`config.mk`:
```
export PLATFORM = sky130hd
export DESIGN_NAME = icc_top
export DESIGN_NICKNAME = d
export VERILOG_FILES = /design/src/design/icc_pkg.sv /design/src/design/icc_edge_detect.sv /design/src/design/icc_fifo.sv /design/src/design/icc_top.sv
export SDC_FILE = /design/constraint.sdc
export NUM_CORES = 1
export LEC_CHECK = 0
export BUFFER_PORTS_ARGS = -buffer_cell sky130_fd_sc_hd__buf_4
export CORE_ASPECT_RATIO = 1.1
export CORE_MARGIN = 2
export CORE_UTILIZATION = 60
export DETAILED_ROUTE_END_ITERATION = 6
export PLACE_DENSITY = 0.84
export SETUP_SLACK_MARGIN = 0.5
export SLEW_MARGIN = 20
export SYNTH_ARGS = -nofsm -noshare
export SYNTH_HDL_FRONTEND = slang
export SYNTH_HIERARCHICAL = 1
export SYNTH_SLANG_ARGS = --single-unit
```
`constraint.sdc`:
```
create_clock -name pclk -period 7.35 [get_ports pclk]
set_input_delay 2.205 -clock pclk [delete_from_list [all_inputs] [get_ports pclk]]
set_output_delay 2.205 -clock pclk [all_outputs]
set_load 0.01 [all_outputs]
```
`src/design/icc_pkg.sv`:
```
// icc_pkg: register map, field positions, encodings and types of the
// input capture channel.
// assumes: APB slave with 8-bit byte addresses and 32-bit data.
package icc_pkg;

	localparam int ICC_ADDR_W     = 8;
	localparam int ICC_DATA_W     = 32;
	localparam int ICC_TMR16_W    = 16;
	localparam int ICC_FIFO_DEPTH = 4;
	localparam int ICC_NIRQ       = 2;

	// byte offsets
	localparam logic [7:0] ICC_OFS_CTRL  = 8'h00;
	localparam logic [7:0] ICC_OFS_BUF   = 8'h10;
	localparam logic [7:0] ICC_OFS_ISTAT = 8'h20;
	localparam logic [7:0] ICC_OFS_ICLR  = 8'h24;
	localparam logic [7:0] ICC_OFS_IEN   = 8'h28;

	// control field positions
	localparam int ICC_BIT_ON    = 15;
	localparam int ICC_BIT_ISTOP = 13;
	localparam int ICC_BIT_EDGE1 = 9;
	localparam int ICC_BIT_WIDE  = 8;
	localparam int ICC_BIT_TSEL  = 7;
	localparam int ICC_BIT_EPI   = 5;
	localparam int ICC_BIT_OVF   = 4;
	localparam int ICC_BIT_BNE   = 3;
	localparam int ICC_BIT_MODE  = 0;

	localparam logic [31:0] ICC_CTRL_WMASK = 32'h0000_A3E7;
	localparam logic [31:0] ICC_CTRL_RMASK = 32'h0000_A3FF;

	// interrupt status bit positions
	localparam int ICC_IRQ_CAP = 0;
	localparam int ICC_IRQ_OVF = 1;

	// capture modes
	localparam logic [2:0] ICC_MODE_OFF  = 3'h0;
	localparam logic [2:0] ICC_MODE_FALL = 3'h2;
	localparam logic [2:0] ICC_MODE_RISE = 3'h3;
	localparam logic [2:0] ICC_MODE_ALT  = 3'h6;

	// events per interrupt
	localparam logic [1:0] ICC_EPI_EVERY1 = 2'h0;
	localparam logic [1:0] ICC_EPI_EVERY2 = 2'h1;
	localparam logic [1:0] ICC_EPI_EVERY4 = 2'h2;

	typedef struct packed {
		logic       enable;
		logic       idle_stop;
		logic       first_edge_select;
		logic       wide_capture_select;
		logic       timer_source_select;
		logic [1:0] events_per_interrupt;
		logic [2:0] capture_mode_select;
	} icc_ctrl_t;

	localparam icc_ctrl_t ICC_CTRL_RESET = '0;

	typedef enum logic [0:0] {
		ICC_ST_IDLE = 1'h0,
		ICC_ST_RESP = 1'h1
	} icc_apb_state_t;

endpackage

```
`src/design/icc_edge_detect.sv`:
```
// icc_edge_detect: qualifies edges of the capture input by mode.
// assumes: cap_in synchronous to pclk; clear held while channel is off.
`timescale 1ns/1ps
`default_nettype none
module icc_edge_detect (
	input  wire logic       pclk,
	input  wire logic       presetn,
	input  wire logic       ce,
	input  wire logic       clear,
	input  wire logic       run,
	input  wire logic       cap_in,
	input  wire logic [2:0] mode,
	input  wire logic       first_edge,
	output logic            cap_pulse
);

	logic prev_reg;
	logic prev_next;
	logic expect_rise_reg;
	logic expect_rise_next;
	logic rise;
	logic fall;
	logic hit;

	assign rise = cap_in & ~prev_reg;
	assign fall = ~cap_in & prev_reg;

	always_comb begin
		case (mode)
			icc_pkg::ICC_MODE_ALT:  hit = expect_rise_reg ? rise : fall; // [RULE3]
			icc_pkg::ICC_MODE_FALL: hit = fall;
			icc_pkg::ICC_MODE_RISE: hit = rise;
			icc_pkg::ICC_MODE_OFF:  hit = 1'b0;
			default:                hit = rise | fall;
		endcase
		cap_pulse = run & ~clear & hit;
		prev_next = cap_in;
		if (clear) begin
			expect_rise_next = first_edge; // [RULE3]
		end else if (cap_pulse && mode == icc_pkg::ICC_MODE_ALT) begin
			expect_rise_next = ~expect_rise_reg;
		end else begin
			expect_rise_next = expect_rise_reg;
		end
	end

	always_ff @(posedge pclk or negedge presetn) begin
		if (!presetn) begin
			prev_reg        <= 1'b0;
			expect_rise_reg <= 1'b0;
		end else if (ce) begin
			prev_reg        <= prev_next;
			expect_rise_reg <= expect_rise_next;
		end
	end

	AST_ALT_EDGE_ORDER: assert property ( // [RULE3]
		@(posedge pclk) disable iff (!presetn)
		cap_pulse && mode == icc_pkg::ICC_MODE_ALT |-> rise == expect_rise_reg)
		else $error("alternating mode captured the wrong edge");

	AST_FIRST_EDGE_LOAD: assert property ( // [RULE3]
		@(posedge pclk) disable iff (!presetn)
		ce && clear |=> expect_rise_reg == $past(first_edge))
		else $error("first edge choice not loaded while disabled");

endmodule
`default_nettype wire

```
`src/design/icc_fifo.sv`:
```
// icc_fifo: capture value buffer, flip-flop storage, synchronous clear.
// assumes: push is never asserted while full.
`timescale 1ns/1ps
`default_nettype none
module icc_fifo #(
	parameter int WIDTH = 32,
	parameter int DEPTH = 4,
	parameter int CW    = $clog2(DEPTH + 1),
	parameter int AW    = (DEPTH > 1) ? $clog2(DEPTH) : 1
) (
	input  wire logic             pclk,
	input  wire logic             presetn,
	input  wire logic             ce,
	input  wire logic             clear,
	input  wire logic             push,
	input  wire logic [WIDTH-1:0] push_data,
	input  wire logic             pop,
	output logic      [WIDTH-1:0] head,
	output logic      [CW-1:0]    count,
	output logic                  full,
	output logic                  empty
);

	logic [WIDTH-1:0] mem_reg  [DEPTH];
	logic [WIDTH-1:0] mem_next [DEPTH];
	logic [AW-1:0]    wr_reg;
	logic [AW-1:0]    wr_next;
	logic [AW-1:0]    rd_reg;
	logic [AW-1:0]    rd_next;
	logic [CW-1:0]    cnt_reg;
	logic [CW-1:0]    cnt_next;
	logic             do_pop;

	assign head  = mem_reg[rd_reg];
	assign count = cnt_reg;
	assign full  = (cnt_reg == CW'(DEPTH));
	assign empty = (cnt_reg == '0);
	assign do_pop = pop & ~empty;

	function automatic logic [AW-1:0] inc(input logic [AW-1:0] p);
		inc = (p == AW'(DEPTH - 1)) ? '0 : AW'(p + 1'b1);
	endfunction

	always_comb begin
		mem_next = mem_reg;
		wr_next  = wr_reg;
		rd_next  = rd_reg;
		cnt_next = cnt_reg;
		if (clear) begin
			wr_next  = '0;
			rd_next  = '0;
			cnt_next = '0;
		end else begin
			if (push) begin
				mem_next[wr_reg] = push_data;
				wr_next = inc(wr_reg);
			end
			if (do_pop) begin
				rd_next = inc(rd_reg);
			end
			if (push && !do_pop) begin
				cnt_next = CW'(cnt_reg + 1'b1);
			end else if (!push && do_pop) begin
				cnt_next = CW'(cnt_reg - 1'b1);
			end
		end
	end

	genvar g;
	generate
		for (g = 0; g < DEPTH; g++) begin : g_entry
			always_ff @(posedge pclk or negedge presetn) begin
				if (!presetn) begin
					mem_reg[g] <= '0;
				end else if (ce) begin
					mem_reg[g] <= mem_next[g];
				end
			end
		end
	endgenerate

	always_ff @(posedge pclk or negedge presetn) begin
		if (!presetn) begin
			wr_reg  <= '0;
			rd_reg  <= '0;
			cnt_reg <= '0;
		end else if (ce) begin
			wr_reg  <= wr_next;
			rd_reg  <= rd_next;
			cnt_reg <= cnt_next;
		end
	end

endmodule
`default_nettype wire

```
`src/design/icc_top.sv`:
```
// icc_top: one input capture channel with its APB register file.
// assumes: pclk at 10 MHz; timer counts and capture input synchronous.
//
// Functional notes
// RULE1 - enable runs channel; clear resets, inhibits interrupts
// RULE2 - idle stop halts capture in Idle
// RULE3 - mode 110 first edge chosen by bit
// RULE4 - wide select takes 32-bit timer count
// RULE5 - timer select picks 16-bit timer, ignored wide
// RULE6 - interrupt after one, two or four captures
// RULE7 - overflow flag set on capture overflow
// RULE8 - nonempty flag reflects buffered values
// RULE9 - unimplemented control bits read zero
// RULE10 - software waits a cycle after disabling
// RULE11 - edge pushes timer count, full records overflow
//
// The implementer's own choices: the register offsets and register access over APB.
`timescale 1ns/1ps
`default_nettype none
module icc_top #(
	parameter int FIFO_DEPTH = icc_pkg::ICC_FIFO_DEPTH
) (
	input  wire logic        pclk,
	input  wire logic        presetn,
	input  wire logic        ce,
	input  wire logic        psel,
	input  wire logic        penable,
	input  wire logic        pwrite,
	input  wire logic [7:0]  paddr,
	input  wire logic [31:0] pwdata,
	output logic      [31:0] prdata,
	output logic             pready,
	output logic             pslverr,
	input  wire logic        cap_in,
	input  wire logic        idle_mode,
	input  wire logic [15:0] timer2_count,
	input  wire logic [15:0] timer3_count,
	input  wire logic [31:0] timer32_count,
	output logic             irq
);

	localparam int CW = $clog2(FIFO_DEPTH + 1);

	////////////////////////////////////////////////////////////////////////
	// state

	icc_pkg::icc_ctrl_t      ctrl_reg;
	icc_pkg::icc_ctrl_t      ctrl_next;
	icc_pkg::icc_apb_state_t st_reg;
	icc_pkg::icc_apb_state_t st_next;
	logic [31:0]             prdata_reg;
	logic [31:0]             prdata_next;
	logic                    pready_reg;
	logic                    pready_next;
	logic                    pslverr_reg;
	logic                    pslverr_next;
	logic                    pop_pend_reg;
	logic                    pop_pend_next;
	logic                    ovf_reg;
	logic                    ovf_next;
	logic [1:0]              decim_reg;
	logic [1:0]              decim_next;
	logic [1:0]              istat_reg;
	logic [1:0]              istat_next;
	logic [1:0]              ien_reg;
	logic [1:0]              ien_next;
	logic                    irq_reg;
	logic                    irq_next;

	logic          run;
	logic          clear;
	logic          cap_pulse;
	logic          cap_accept;
	logic          cap_ovf;
	logic          cap_evt;
	logic [1:0]    decim_top;
	logic [31:0]   push_data;
	logic [31:0]   fifo_head;
	logic [CW-1:0] fifo_count;
	logic          fifo_full;
	logic          fifo_empty;
	logic          access;
	logic          done;
	logic          wr_done;
	logic          pop;
	logic [31:0]   ctrl_word;
	logic [1:0]    clr_mask;

	assign prdata  = prdata_reg;
	assign pready  = pready_reg;
	assign pslverr = pslverr_reg;
	assign irq     = irq_reg;

	////////////////////////////////////////////////////////////////////////
	// capture path

	assign clear = ~ctrl_reg.enable; // [RULE1]
	assign run   = ctrl_reg.enable &
		~(ctrl_reg.idle_stop & idle_mode); // [RULE2]

	icc_edge_detect u_edge (
		.pclk       (pclk),
		.presetn    (presetn),
		.ce         (ce),
		.clear      (clear),
		.run        (run),
		.cap_in     (cap_in),
		.mode       (ctrl_reg.capture_mode_select),
		.first_edge (ctrl_reg.first_edge_select),
		.cap_pulse  (cap_pulse)
	);

	always_comb begin
		if (ctrl_reg.wide_capture_select) begin
			push_data = timer32_count; // [RULE4] [RULE5]
		end else if (ctrl_reg.timer_source_select) begin
			push_data = {16'h0000, timer2_count}; // [RULE5]
		end else begin
			push_data = {16'h0000, timer3_count}; // [RULE5]
		end
	end

	assign cap_accept = cap_pulse & ~fifo_full; // [RULE11]
	assign cap_ovf    = cap_pulse & fifo_full;  // [RULE11]

	icc_fifo #(
		.WIDTH (32),
		.DEPTH (FIFO_DEPTH)
	) u_fifo (
		.pclk      (pclk),
		.presetn   (presetn),
		.ce        (ce),
		.clear     (clear),
		.push      (cap_accept),
		.push_data (push_data),
		.pop       (pop),
		.head      (fifo_head),
		.count     (fifo_count),
		.full      (fifo_full),
		.empty     (fifo_empty)
	);

	////////////////////////////////////////////////////////////////////////
	// decimation, overflow and interrupt status

	always_comb begin
		case (ctrl_reg.events_per_interrupt) // [RULE6]
			icc_pkg::ICC_EPI_EVERY1: decim_top = 2'h0;
			icc_pkg::ICC_EPI_EVERY2: decim_top = 2'h1;
			icc_pkg::ICC_EPI_EVERY4: decim_top = 2'h3;
			default:                 decim_top = 2'h3;
		endcase
		cap_evt    = cap_accept && decim_reg >= decim_top; // [RULE6]
		decim_next = decim_reg;
		if (clear) begin
			decim_next = 2'h0;
		end else if (cap_accept) begin
			decim_next = cap_evt ? 2'h0 : 2'(decim_reg + 1'b1);
		end
		ovf_next = clear ? 1'b0 : (ovf_reg | cap_ovf); // [RULE7] [RULE1]
		// a new event wins over a clear written in the same cycle
		istat_next = (istat_reg & ~clr_mask) | {cap_ovf, cap_evt}; // [RULE1]
		irq_next   = |(istat_next & ien_next);
	end

	////////////////////////////////////////////////////////////////////////
	// APB slave, one wait state

	assign access  = psel & penable;
	assign done    = access & (st_reg == icc_pkg::ICC_ST_RESP);
	assign wr_done = done & pwrite;
	assign pop     = done & ~pwrite & pop_pend_reg;

	always_comb begin
		ctrl_word = '0; // [RULE9]
		ctrl_word[icc_pkg::ICC_BIT_ON]    = ctrl_reg.enable;
		ctrl_word[icc_pkg::ICC_BIT_ISTOP] = ctrl_reg.idle_stop;
		ctrl_word[icc_pkg::ICC_BIT_EDGE1] = ctrl_reg.first_edge_select;
		ctrl_word[icc_pkg::ICC_BIT_WIDE]  = ctrl_reg.wide_capture_select;
		ctrl_word[icc_pkg::ICC_BIT_TSEL]  = ctrl_reg.timer_source_select;
		ctrl_word[icc_pkg::ICC_BIT_EPI +: 2] =
			ctrl_reg.events_per_interrupt;
		ctrl_word[icc_pkg::ICC_BIT_OVF]  = ovf_reg;      // [RULE7]
		ctrl_word[icc_pkg::ICC_BIT_BNE]  = ~fifo_empty;  // [RULE8]
		ctrl_word[icc_pkg::ICC_BIT_MODE +: 3] =
			ctrl_reg.capture_mode_select;
	end

	always_comb begin
		st_next       = st_reg;
		pready_next   = 1'b0;
		prdata_next   = prdata_reg;
		pslverr_next  = 1'b0;
		pop_pend_next = 1'b0;
		ctrl_next     = ctrl_reg;
		ien_next      = ien_reg;
		clr_mask      = 2'h0;
		case (st_reg)
			icc_pkg::ICC_ST_IDLE: begin
				if (access) begin
					st_next     = icc_pkg::ICC_ST_RESP;
					pready_next = 1'b1;
					prdata_next = 32'h0000_0000;
					case (paddr)
						icc_pkg::ICC_OFS_CTRL: begin
							prdata_next = ctrl_word & icc_pkg::ICC_CTRL_RMASK;
						end
						icc_pkg::ICC_OFS_BUF: begin
							prdata_next   = fifo_empty ? 32'h0000_0000
								: fifo_head;
							pop_pend_next = ~pwrite & ~fifo_empty;
						end
						icc_pkg::ICC_OFS_ISTAT: prdata_next = {30'h0, istat_reg};
						icc_pkg::ICC_OFS_ICLR:  prdata_next = 32'h0000_0000;
						icc_pkg::ICC_OFS_IEN:   prdata_next = {30'h0, ien_reg};
						default:                pslverr_next = 1'b1;
					endcase
				end
			end
			icc_pkg::ICC_ST_RESP: begin
				st_next = icc_pkg::ICC_ST_IDLE;
				if (wr_done) begin
					case (paddr)
						icc_pkg::ICC_OFS_CTRL: begin
							ctrl_next = icc_pkg::icc_ctrl_t'({
								pwdata[icc_pkg::ICC_BIT_ON],
								pwdata[icc_pkg::ICC_BIT_ISTOP],
								pwdata[icc_pkg::ICC_BIT_EDGE1],
								pwdata[icc_pkg::ICC_BIT_WIDE],
								pwdata[icc_pkg::ICC_BIT_TSEL],
								pwdata[icc_pkg::ICC_BIT_EPI +: 2],
								pwdata[icc_pkg::ICC_BIT_MODE +: 3]});
						end
						icc_pkg::ICC_OFS_ICLR: clr_mask = pwdata[1:0];
						icc_pkg::ICC_OFS_IEN:  ien_next = pwdata[1:0];
						default: ;
					endcase
				end
			end
			default: st_next = icc_pkg::ICC_ST_IDLE;
		endcase
	end

	always_ff @(posedge pclk or negedge presetn) begin
		if (!presetn) begin
			ctrl_reg     <= icc_pkg::ICC_CTRL_RESET;
			st_reg       <= icc_pkg::ICC_ST_IDLE;
			prdata_reg   <= 32'h0000_0000;
			pready_reg   <= 1'b0;
			pslverr_reg  <= 1'b0;
			pop_pend_reg <= 1'b0;
			ovf_reg      <= 1'b0;
			decim_reg    <= 2'h0;
			istat_reg    <= 2'h0;
			ien_reg      <= 2'h0;
			irq_reg      <= 1'b0;
		end else if (ce) begin
			ctrl_reg     <= ctrl_next;
			st_reg       <= st_next;
			prdata_reg   <= prdata_next;
			pready_reg   <= pready_next;
			pslverr_reg  <= pslverr_next;
			pop_pend_reg <= pop_pend_next;
			ovf_reg      <= ovf_next;
			decim_reg    <= decim_next;
			istat_reg    <= istat_next;
			ien_reg      <= ien_next;
			irq_reg      <= irq_next;
		end
	end

	////////////////////////////////////////////////////////////////////////
	// checks

	AST_DISABLE_FLUSH: assert property ( // [RULE1]
		@(posedge pclk) disable iff (!presetn)
		ce && !ctrl_reg.enable |=> fifo_empty && !ovf_reg && decim_reg == 2'h0)
		else $error("disabled channel kept buffered state");

	AST_DISABLE_NO_EVT: assert property ( // [RULE1]
		@(posedge pclk) disable iff (!presetn)
		!ctrl_reg.enable |-> !cap_evt && !cap_ovf)
		else $error("event raised while channel disabled");

	AST_IDLE_HALT: assert property ( // [RULE2]
		@(posedge pclk) disable iff (!presetn)
		ctrl_reg.idle_stop && idle_mode |-> !cap_pulse)
		else $error("capture taken in idle with idle stop set");

	AST_WIDE_SRC: assert property ( // [RULE4] [RULE5]
		@(posedge pclk) disable iff (!presetn)
		ctrl_reg.wide_capture_select |-> push_data == timer32_count)
		else $error("wide capture not from 32-bit timer");

	AST_NARROW_SRC: assert property ( // [RULE5]
		@(posedge pclk) disable iff (!presetn)
		!ctrl_reg.wide_capture_select && !ctrl_reg.timer_source_select
		|-> push_data == {16'h0000, timer3_count})
		else $error("timer select zero did not pick timer three");

	AST_DECIM_EVERY1: assert property ( // [RULE6]
		@(posedge pclk) disable iff (!presetn)
		cap_accept && ctrl_reg.events_per_interrupt == 2'h0 |-> cap_evt)
		else $error("capture without interrupt in every-capture mode");

	AST_DECIM_EVERY4: assert property ( // [RULE6]
		@(posedge pclk) disable iff (!presetn)
		cap_evt && ctrl_reg.events_per_interrupt == 2'h2
		|-> decim_reg == 2'h3)
		else $error("fourth-capture interrupt at wrong count");

	AST_OVF_SET: assert property ( // [RULE7] [RULE11]
		@(posedge pclk) disable iff (!presetn)
		ce && cap_pulse && fifo_full |=> ovf_reg && istat_reg[1])
		else $error("overflow not recorded");

	AST_PUSH_FILLS: assert property ( // [RULE8] [RULE11]
		@(posedge pclk) disable iff (!presetn)
		ce && cap_accept && fifo_empty |=> !fifo_empty)
		else $error("accepted capture left buffer empty");

	AST_CTRL_RESERVED: assert property ( // [RULE9]
		@(posedge pclk) disable iff (!presetn)
		pready_reg && $past(paddr) == icc_pkg::ICC_OFS_CTRL
		|-> (prdata_reg & ~icc_pkg::ICC_CTRL_RMASK) == 32'h0000_0000)
		else $error("unimplemented control bits read nonzero");

	AST_APB_ONE_WAIT: assert property (
		@(posedge pclk) disable iff (!presetn)
		ce && access && st_reg == icc_pkg::ICC_ST_IDLE |=> pready_reg)
		else $error("APB answer not one cycle after access");

	AST_IRQ_LEVEL: assert property (
		@(posedge pclk) disable iff (!presetn)
		ce && |(istat_next & ien_next) |=> irq)
		else $error("enabled status did not raise irq");

	COV_OVERFLOW: cover property (
		@(posedge pclk) disable iff (!presetn) cap_ovf);
	COV_DECIM4: cover property (
		@(posedge pclk) disable iff (!presetn)
		cap_evt && ctrl_reg.events_per_interrupt == 2'h2);
	COV_BUF_POP: cover property (
		@(posedge pclk) disable iff (!presetn) pop ##1 !fifo_empty);

endmodule
`default_nettype wire

```
==> impl_metrics.json <==
{
  "outcome": "finished, violations left",
  "violations": "design-rule violations",
  "comb_power_share_pct": 5.2,
  "worst_hold_path_type": "reg -> reg",
  "hold-worst-slack_ns": 0.501,
  "drt-total-wl_um": 20500,
  "pre_cts_slack_ns": 2.20,
  "largest_net_degree_at_the_start_of_global_routing": 137,
  "cts_buffer_depth": 2,
  "post_synth_instance_area_mm2": 0.00919,
  "placementRows": 47,
  "drive_gt1_share_pct": 44.5,
  "area_delta_synth_final_pct": 16.5,
  "leakage_nw": 5.46,
  "postLayoutCellArea_mm2": 0.0107,
  "io_pins": 147,
  "post_cts.repair.setup_buffers": 0,
  "drt_pass1_iterations": 7,
  "synth_warnings": 6,
  "drc_violations": 1,
  "hold_viol_final": 0,
  "grt.total_usage_pct": 26.6,
  "final.setup.tns_ns": 0,
  "post_cts_resize_count": 0,
  "cts_tree": "done",
  "setup_violations": 0,
  "timing.reg2reg.worst_path_depth": 10,
  "cts_hold_buf": 0,
  "final_net_count": 887,
  "pwr-share-clk_pct": 43.8,
  "cts.root.buffer_cell": "clkbuf_16",
  "layout_worst_path_cycle_share_pct": 64.8,
  "yosys_register_bits": 190,
  "place_area_mm2": 0.0101,
  "clk_slew_on_worst_s_h_paths_ns": 0.07,
  "ff_latch_area_mm2": 0.00476,
  "overflow": 0,
  "fin_skew_ns": 0.0119,
  "switching_share_pct": 23.4,
  "dp.final_hpwl_um": 13000,
  "postSynthAreaPerCell_um2": 14.1,
  "grt_first_pass_wirelength_um": 33200,
  "vias": 6007,
  "synth-async-reset-ratio_pct": 100,
  "slew_limit_headroom_pct": 30.4,
  "critical_path_class": "in -> reg",
  "die_area_mm2": 0.0163,
  "cp_data_arrival_time_ns": 5.07,
  "syn-num-nets": 777,
  "cts_made_buffers": 17,
  "setup_slack_of_the_most_critical_reg_to_reg_path_ns": 3.69,
  "slew_violations": 0,
  "detailedRoute.firstIterationViolations": 506,
  "tightestPinTransition_ns": 1.04,
  "initial_util_pct": 61.3,
  "yosys_most_used_dff": "dfrtp_1",
  "htree_levels": 4,
  "synthCells": 654,
  "pwr-share-seq_pct": 50.9,
  "die_width_um": 122,
  "grt_antenna_before_repair": 0,
  "port-buffer-count": 124,
  "core_area_mm2": 0.0150,
  "detail_route.wl_per_cell_um": 21.1,
  "final_period_minus_worst_setup_slack_ns": 4.76,
  "crit_path_start_kind": "primary input",
  "grt_pass1_vias": 6466,
  "p_int_w": 0.00159,
  "grt_setup_unrepaired": "false",
  "diodes": 0,
  "vdd.ir_drop.worst_v": 0.000163,
  "synth_enable_flop_cells": 0,
  "multi_input_comb_area_mm2": 0.00402,
  "gp_congestion": 0.824,
  "power_switching_w": 0.000486,
  "highest_clock_rate_mhz": 210,
  "worst_ep_required_time_ns": 7.66,
  "setup_ws_ns": 2.59,
  "worst-path-max-fanout": 32,
  "cts_num_sinks": 190,
  "timing.hold.worst_path_depth": 1,
  "max-cap-violations": 0,
  "power-per-cell-area_mw_per_mm2": 194,
  "clock_insertion_delay_worst_skew_ns": 0.43,
  "drtAntennaViolNets": 0,
  "part_of_the_yosys_area_used_for_sequential_elements_pct": 51.7,
  "util_after_layout_pct": 71.4,
  "nFillCells": 986,
  "crit_path_end_kind": "flop",
  "post_drt_via_cell_ratio": 6.17,
  "flip_flop_count_of_the_largest_register_after_layout": 128,
  "die_y_um": 134,
  "yosys.cell_types.count": 63
}
-- worst paths after layout --
check / from / end
min reg2reg: u_fifo/mem_reg[21] / u_fifo/mem_reg[21]
max: cap_in / u_fifo/mem_reg[93]
min: u_fifo/mem_reg[21] / u_fifo/mem_reg[21]
max in group asynchronous: presetn / st_reg
min in group asynchronous: presetn / irq
max reg2reg: ctrl_reg[9] / u_fifo/mem_reg[93]
-- cell usage in the layout, fill, tap and decap left out, types with 3 or more instances in the layout --
cell type   netlist  routed
ha_1             10      10
clkbuf_16         0      17
mux2i_1          19      19
nand2b_1          5       5
a222oi_1          9       9
nor3_1            4       4
o21ai_1           3       3
nand4_1           5       5
inv_6             0       5
o21ai_0          27      27
a22o_1           24      24
mux4_2           32      32
mux2_2          123     123
inv_8             0       3
a21oi_1           8       8
and2_1           17      17
nand2_1          24      24
mux2_4           10      10
clkinvlp_4        0       3
dfrtp_1         190     188
inv_1            27      27
mux2_1            9       9
nand3_1           4       4
o22ai_1           3       3
buf_4             1     128
nor2_1           11      11
nand2_4           4       4
-- metal layers --
layer	global-route usage (%)	wire, um
met1	32.8	8330
met2	46.1	10900
met3	5.82	953
met4	9.71	347
met5	0	0
-- worst max-delay path, stage by stage --
cell and delay (ns):
buf_4 0.12, inv_1 0.07, ha_1 0.15, mux2_4 0.16
o21ai_0 0.08, a211oi_1 0.51, nand2b_1 0.21, inv_1 0.36
and3b_2 0.40, nand2_4 0.37, mux2_4 0.42
-- Yosys cell counts, types with 3 or more instances --
cell type,number,share of area [%]
a21oi_1,8,0.44
a222oi_1,9,0.98
a22o_1,24,2.3
and2_1,17,1.2
buf_2,6,0.33
buf_6,16,2.0
clkbuf_1,12,0.49
clkbuf_8,4,0.60
dfrtp_1,190,52
ha_1,10,1.4
inv_1,27,1.1
mux2_1,9,1.1
mux2_2,123,15
mux2_4,10,1.6
mux2i_1,19,2.1
mux4_2,32,7.8
nand2_1,24,0.98
nand2_4,4,0.49
nand2b_1,5,0.34
nand3_1,4,0.22
nand4_1,5,0.34
nor2_1,11,0.45
nor3_1,4,0.22
o21ai_0,27,1.5
o21ai_1,3,0.16
o22ai_1,3,0.20
-- stage by stage --
step / total power [W] / std cells
2_1_floorplan: 0.00111 / 654
3_3_place_gp: 0.00118 / 940
3_5_place_dp: 0.00119 / 940
4_1_cts: 0.00209 / 972
5_1_grt: 0.00215 / 973
6_report: 0.00208 / 973
-- power groups by stage --
| stage | clock [W] | sequential, W | combinational, W |
|---|---|---|---|
| final | 0.000911 | 0.00106 | 0.000109 |
| after global routing | 0.000971 | 0.00106 | 0.000120 |
| after global placement | 0 | 0.00108 | 0.000102 |
| after CTS | 0.000926 | 0.00106 | 0.000108 |
| after detailed placement | 0 | 0.00108 | 0.000107 |
| after floorplan | 0 | 0.00108 | 0.0000349 |
-- cells by family after synthesis --
| kind of cell | Yosys count | synth area share [%] |
|---|---|---|
| muxes | 193 | 27.7 |
| DFF | 190 | 51.7 |
| and+or+nand+nor | 97 | 6.74 |
| AOI/OAI and AO/OA | 95 | 7.51 |
| buffers and inverters | 66 | 4.56 |
| adders and majority gates | 11 | 1.58 |
| xor gates and xnor gates | 2 | 0.191 |
-- area by class of cell --
type	instances	area share, %
sequential	190	44.4
multi-input combinational	398	37.5
timing repair buffer	130	9.37
clock buffer	18	4.10
tap	196	2.29
clock inverter	14	1.38
inverter	27	0.946
Note: power is estimated with default switching activity, not from simulation.
